File: src/core/ecs_map.svh
// Constants for the embedded-clock serializer: widths, symbol values, counts.
// Assumes it is included by bare name; definitions only.
`ifndef ECS_MAP_SVH
`define ECS_MAP_SVH

`define ECS_DATA_BITS 10
`define ECS_FRAME_BITS 12
`define ECS_START_BIT 1'b1
`define ECS_STOP_BIT 1'b0
`define ECS_SYNC_DATA 10'h01F
`define ECS_SYNC_MIN_SYMBOLS 1024
`define ECS_SYNC_CNT_BITS 11
`define ECS_LOCK_MIN_PERIODS 510
`define ECS_LOCK_MAX_PERIODS 513
`define ECS_LOCK_PERIODS 512
`define ECS_LOCK_CNT_BITS 10
`define ECS_PIPE_DEPTH 2

`endif

File: src/core/ecs_pkg.sv
// Types shared by the embedded-clock serializer files.
// Assumes ecs_map.svh is on the include path.
`include "ecs_map.svh"

package ecs_pkg;

  typedef enum logic [1:0] {
    ECS_SLEEP,
    ECS_LOCKING,
    ECS_RUN
  } ecs_mode_t;

  typedef struct packed {
    logic stop;
    logic [`ECS_DATA_BITS-1:0] data;
    logic start;
  } ecs_frame_t;

  typedef struct packed {
    logic wclk;
    logic edge_sel;
    logic req_a;
    logic req_b;
    logic oe;
    logic awake;
    logic [`ECS_DATA_BITS-1:0] data;
  } ecs_pins_t;

  typedef struct packed {
    ecs_pins_t meta;
    ecs_pins_t pins;
    logic wclk_prev;
    logic req_prev;
    ecs_mode_t mode;
    logic [`ECS_SYNC_CNT_BITS-1:0] sync_cnt;
    ecs_frame_t frame;
    logic strobe;
    logic oe_n;
  } ecs_state_t;

  typedef struct packed {
    logic [`ECS_LOCK_CNT_BITS-1:0] cnt;
    logic locked;
  } ecs_lock_t;

endpackage

File: src/core/ecs_lock_timer.sv
// Frequency multiplier lock model: counts word clock periods after wake.
// Assumes tick is a one-cycle pulse per synchronised word clock rising edge.
`timescale 1ns/1ns
`include "ecs_map.svh"

module ecs_lock_timer #(
  parameter int LOCK_EDGES = `ECS_LOCK_PERIODS
) (
  // Clock and reset
  input wire logic clock,
  input wire logic sys_rst,
  // Control
  input wire logic run,
  input wire logic tick,
  // Status
  output logic locked
);

  ecs_pkg::ecs_lock_t s_ff;
  ecs_pkg::ecs_lock_t nxt_s;

  always_comb begin
    nxt_s = s_ff;
    // Sleep stops the multiplier, so lock is lost at once
    if (!run) begin
      nxt_s = '0;
    end else if (tick && !s_ff.locked) begin
      // Lock lands inside the 510..513 period window
      if (s_ff.cnt == `ECS_LOCK_CNT_BITS'(LOCK_EDGES - 1)) begin
        nxt_s.locked = 1'b1;
      end
      nxt_s.cnt = s_ff.cnt + `ECS_LOCK_CNT_BITS'(1);
    end
  end

  always_ff @(posedge clock) begin
    if (sys_rst) begin
      s_ff <= '0;
    end else begin
      s_ff <= nxt_s;
    end
  end

  assign locked = s_ff.locked;
endmodule

File: src/core/ecs_serializer.sv
// 10:1 embedded-clock serializer core, framing each latched word unless a sync symbol takes its slot.
// Assumes all inputs but clock and sys_rst are asynchronous pins; the word clock is sampled.
`timescale 1ns/1ns
`include "ecs_map.svh"

module ecs_serializer #(
  parameter int LOCK_EDGES = `ECS_LOCK_PERIODS,
  parameter int SYNC_MIN = `ECS_SYNC_MIN_SYMBOLS
) (
  // Clock and reset
  input wire logic clock,
  input wire logic sys_rst,
  // Parallel word side
  input wire logic transmit_word_clock,
  input wire logic latch_edge_select,
  input wire logic [`ECS_DATA_BITS-1:0] parallel_data,
  // Control pins
  input wire logic pattern_request_a,
  input wire logic pattern_request_b,
  input wire logic serial_output_enable,
  input wire logic sleep_request_n,
  // Serial side
  output ecs_pkg::ecs_frame_t frame_word,
  output logic frame_strobe,
  output logic serial_oe_n,
  // Status
  output logic multiplier_locked,
  output logic sync_sending
);

  ecs_pkg::ecs_state_t s_ff;
  ecs_pkg::ecs_state_t nxt_s;
  ecs_pkg::ecs_pins_t raw_pins;
  logic locked;
  logic wclk_rise;
  logic wclk_fall;
  logic latch;
  logic req_now;
  logic sync_due;

  // Only the second synchroniser stage feeds logic; meta is read only to load pins
  assign raw_pins.wclk = transmit_word_clock;
  assign raw_pins.edge_sel = latch_edge_select;
  assign raw_pins.req_a = pattern_request_a;
  assign raw_pins.req_b = pattern_request_b;
  assign raw_pins.oe = serial_output_enable;
  assign raw_pins.awake = sleep_request_n;
  assign raw_pins.data = parallel_data;

  // Data rides the same two stages as the clock, so alignment holds
  assign wclk_rise = s_ff.pins.wclk && !s_ff.wclk_prev;
  assign wclk_fall = !s_ff.pins.wclk && s_ff.wclk_prev;
  assign latch = s_ff.pins.edge_sel ? wclk_rise : wclk_fall;
  assign req_now = s_ff.pins.req_a || s_ff.pins.req_b;
  assign sync_due = req_now || (s_ff.sync_cnt != '0);

  ecs_lock_timer #(
    .LOCK_EDGES(LOCK_EDGES)
  ) u_lock (
    .clock(clock),
    .sys_rst(sys_rst),
    .run(s_ff.pins.awake),
    .tick(wclk_rise),
    .locked(locked)
  );

  always_comb begin
    nxt_s = s_ff;
    nxt_s.meta = raw_pins;
    nxt_s.pins = s_ff.meta;
    nxt_s.wclk_prev = s_ff.pins.wclk;
    nxt_s.req_prev = req_now;
    nxt_s.strobe = 1'b0;
    case (s_ff.mode)
      ecs_pkg::ECS_SLEEP: begin
        if (s_ff.pins.awake) begin
          nxt_s.mode = ecs_pkg::ECS_LOCKING;
        end
      end
      ecs_pkg::ECS_LOCKING: begin
        if (locked) begin
          nxt_s.mode = ecs_pkg::ECS_RUN;
        end
      end
      ecs_pkg::ECS_RUN: begin
        if (!locked) begin
          nxt_s.mode = ecs_pkg::ECS_LOCKING;
        end
      end
      default: begin
        nxt_s.mode = ecs_pkg::ECS_SLEEP;
      end
    endcase
    if (!s_ff.pins.awake) begin
      nxt_s.mode = ecs_pkg::ECS_SLEEP;
      // A request held through sleep still owes a full burst after wake
      nxt_s.sync_cnt = req_now ? `ECS_SYNC_CNT_BITS'(SYNC_MIN) : '0;
    end
    // A fresh request arms a full burst; later ones extend it
    if (req_now && !s_ff.req_prev) begin
      nxt_s.sync_cnt = `ECS_SYNC_CNT_BITS'(SYNC_MIN);
    end
    if (s_ff.mode == ecs_pkg::ECS_RUN && latch) begin
      nxt_s.strobe = 1'b1;
      nxt_s.frame.start = `ECS_START_BIT;
      nxt_s.frame.stop = `ECS_STOP_BIT;
      if (sync_due) begin
        // Sync symbols let the receiver phase-lock
        nxt_s.frame.data = `ECS_SYNC_DATA;
        if (s_ff.sync_cnt != '0 && !(req_now && !s_ff.req_prev)) begin
          nxt_s.sync_cnt = s_ff.sync_cnt - `ECS_SYNC_CNT_BITS'(1);
        end else if (req_now && !s_ff.req_prev) begin
          nxt_s.sync_cnt = `ECS_SYNC_CNT_BITS'(SYNC_MIN - 1);
        end
      end else begin
        nxt_s.frame.data = s_ff.pins.data;
      end
    end
    // Output drives only when enabled, awake and locked
    nxt_s.oe_n = !(s_ff.pins.oe && s_ff.pins.awake && s_ff.mode == ecs_pkg::ECS_RUN);
  end

  always_ff @(posedge clock) begin
    if (sys_rst) begin
      s_ff <= '{default: '0, mode: ecs_pkg::ECS_SLEEP, oe_n: 1'b1};
    end else begin
      s_ff <= nxt_s;
    end
  end

  assign frame_word = s_ff.frame;
  assign frame_strobe = s_ff.strobe;
  assign serial_oe_n = s_ff.oe_n;
  assign multiplier_locked = locked;
  assign sync_sending = s_ff.sync_cnt != '0 || req_now;
endmodule

File: config.mk
export PLATFORM = sky130hd
export DESIGN_NAME = ecs_serializer
export DESIGN_NICKNAME = d
export VERILOG_FILES = /design/src/core/ecs_pkg.sv /design/src/core/ecs_lock_timer.sv /design/src/core/ecs_serializer.sv
export VERILOG_INCLUDE_DIRS = /design/src /design/src/core
export SDC_FILE = /design/constraint.sdc
export NUM_CORES = 1
export LEC_CHECK = 0
export ABC_AREA = 1
export BUFFER_PORTS_ARGS = -buffer_cell sky130_fd_sc_hd__buf_2
export CAP_MARGIN = 20
export CORE_MARGIN = 4
export CORE_UTILIZATION = 52
export DETAILED_ROUTE_END_ITERATION = 12
export GPL_TIMING_DRIVEN = 0
export PLACE_DENSITY = 0.75
export SLEW_MARGIN = 10
export SYNTH_ARGS = -nofsm -noshare
export SYNTH_HDL_FRONTEND = slang
export SYNTH_SLANG_ARGS = --single-unit
File: constraint.sdc
create_clock -name clock -period 1.4 [get_ports clock]
set_input_delay 0.14 -clock clock [delete_from_list [all_inputs] [get_ports clock]]
set_output_delay 0.14 -clock clock [all_outputs]
set_load 0.05 [all_outputs]
==> metrics.csv <==
metric,value,unit
IO buf count,32,
"top cells by area, synth","dfxtp_1 48%, nor2_1 8.4%, nand2_1 7.4%, inv_1 6.5%, buf_4 3.5%",
Die Y,83.7,um
synth warn,0,
FILL cells,423,
Site Rows,27,
Nets,489,
Initial DRT Pass Iterations,4,
kind of critical path,flip-flop to primary output,
Initial Util,0.538,
via count,2682,
largest net degree at the start of global routing,13,
remaining antenna violation count,0,
DR DRC count,0,
number of synthesized register bits,71,
share of the synthesized area in the top cell type,0.477,
P&R area growth vs syn,32.7,%
setup_tns,-303,ps
Mapped Cells,396,
crit share post-route,1.07,
initial antenna violation count,0,
Hold Path Class,primary input to flip-flop,
die area,7010,um2
unrepaired setup endpoints after global routing,yes,
main flop type after synthesis,dfxtp_1,
total routed wirelength,6620,um
"Clk Latency, worst-skew pair",350,ps
H-tree depth,3,
first-pass GRT wire length,10500,um
Slew @ Worst Pin,653,ps
# clock sinks,71,
Global Route Usage Sum,0.184,
# setup viols final,8,
Crit Path Max Fanout,3,
status,"finished, violations left",
syn nets,417,
Power Density,1060,nW/um2
# diodes,0,
MaxCap Viol Count,0,
"Reg clk slew, reported paths",80,ps
Worst EP arrival,1360,ps
CP required,1260,ps
CTS tree,built,
drt via density,4.92,
Post-synth top cells,"71 x dfxtp_1, 67 x nor2_1, 59 x nand2_1, 52 x inv_1, 20 x nand3_1",
core box area,5540,um2
Mapped Area,2980,um2
final critical-path required period,1500,ps
GR Overflow Total,0,
synth unique cells,32,
routed length per instance,12.2,um
clk buf depth,2,
setup slack at placement,-107,ps
Hold Fails Final Rpt,1,
worst setup margin,-95.7,ps
Root Driver,clkbuf_8,
DPL Wire Length,3990,um
Peak VDD IR,0.000924,V
largest area contributor in the netlist,dfxtp_1,
failing checks,"negative hold slack, negative setup slack",
Fmax,0.669,GHz
Final Max Tran Viols,0,
"Avg Cell Area, Syn",7.53,um2
sequential element share of the synthesized area,0.477,
crit end category,primary output,
share of post-route cells with drive strength above 1,0.315,
clock skew,8.27,ps
RePlAce Congestion,0.898,
top-count cell post-synth,dfxtp_1,
vias in the first global route,2505,
Initial DRC Count,127,
Async SR Flop Fraction,0,
"EDFF count, synth",0,
I/O pin count,34,
Max transition margin,0.564,
static leakage,1.82,nW
Die X-Extent,83.7,um
Worst Hold Margin,-3.29,ps
total CTS buffers,9,
critical path startpoint category,flip-flop,
==> sequential cells by signal, indices dropped and copies added, names as in the netlist <==
| register | count |
|---|---|
| s_ff | 30 |
| nxt_s | 17 |
| frame_word | 11 |
| u_lock.s_ff | 10 |
| frame_strobe | 1 |
| serial_oe_n | 1 |
| u_lock.locked | 1 |
==> kinds of logic after synthesis <==
| kind of cell | share of synthesized area |
|---|---|
| compound gates | 0.0843 |
| xor+xnor | 0.0147 |
| fa+ha+maj | 0.0126 |
| buf+inv | 0.128 |
| flops | 0.477 |
| other cells | 0.00126 |
| simple gates | 0.283 |
==> report_power, final <==
group	leakage (nW)	internal (mW)	switching, mW
Combinational	1.13	0.128	0.182
Clock	0.107	1.01	0.776
Sequential	0.584	2.07	0.0175
==> metrics by stage <==
step | instance area, um2 | std cells | util | total power, mW
2_1_floorplan | 2980 | 396 | - | 2.29
3_3_place_gp | 3230 | 500 | 0.584 | 2.35
3_5_place_dp | 3230 | 500 | 0.584 | 2.36
4_1_cts | 3700 | 535 | 0.667 | 4.15
5_1_grt | 3960 | 545 | 0.715 | 4.31
6_report | 3960 | 545 | 0.715 | 4.18
==> area by class of cell <==
type,count,area (um2),area share
repair buffers,60,464,0.117
multi-input cells,241,1350,0.341
plain buffers,22,159,0.0401
clock buffers,11,131,0.0332
well taps,72,90.1,0.0228
flip-flops and latches,71,1430,0.362
inverters,63,249,0.0629
clock inverters,5,82.6,0.0209
==> per-layer routing <==
metal  GRT usage  vias up  share of wire
met2       0.315       75           0.49
li1            -     1383              -
met3      0.0444        8          0.049
met4      0.0658        0          0.012
met1       0.223     1216           0.45
met5           0        -              0
==> final timing paths <==
kind	startpoint	end	slack (ps)	cells past startpoint
setup / recovery	s_ff[15]	sync_sending	-100	6
hold / removal	serial_output_enable	nxt_s[40]	-3	3
setup reg to reg	nxt_s[28]	frame_word[7]	-60	9
hold reg to reg	nxt_s[39]	s_ff[39]	400	2
==> cells in the final DEF, fill, tap and decap left out, types with 2 or more instances in the layout <==
master and instances:
bufinv_16 2, nand3_4 2, nand2_4 3, o21ai_0 9, buf_6 9, nor2_2 7, inv_1 48, nand3_1 14
a31oi_1 5, o21ai_2 2, dlygate4sd3_1 14, dfxtp_1 62, nand2_2 10, dfxtp_2 9, nor3_1 10, a21oi_2 7
inv_2 10, o21ai_1 11, clkbuf_8 9, inv_4 3, a21oi_1 12, nor2_1 57, nand4_1 15, nand3_2 6
nor2_4 9, nand2_1 50, clkbuf_1 6, xor2_1 4, clkinv_4 3, buf_2 32, buf_4 18
==> critical path, cell delays in order, from the launching register on <==
cell,delay (ps)
dfxtp_2,340
inv_2,80
ha_4,140
nand3_2,90
nor2_4,110
nand3_2,90
buf_6,170
==> what timing repair did <==
item | in CTS | in global routing
pin swaps | 5 | 10
resized for setup | 22 | 51
buffers inserted | 5 | 7
hold endpoints to repair | 14 | 0
endpoints found under the setup margin | 18 | 26
gates cloned | 0 | 3
hold buffers | 14 | 0
Note: power is estimated with default switching activity, not from simulation.
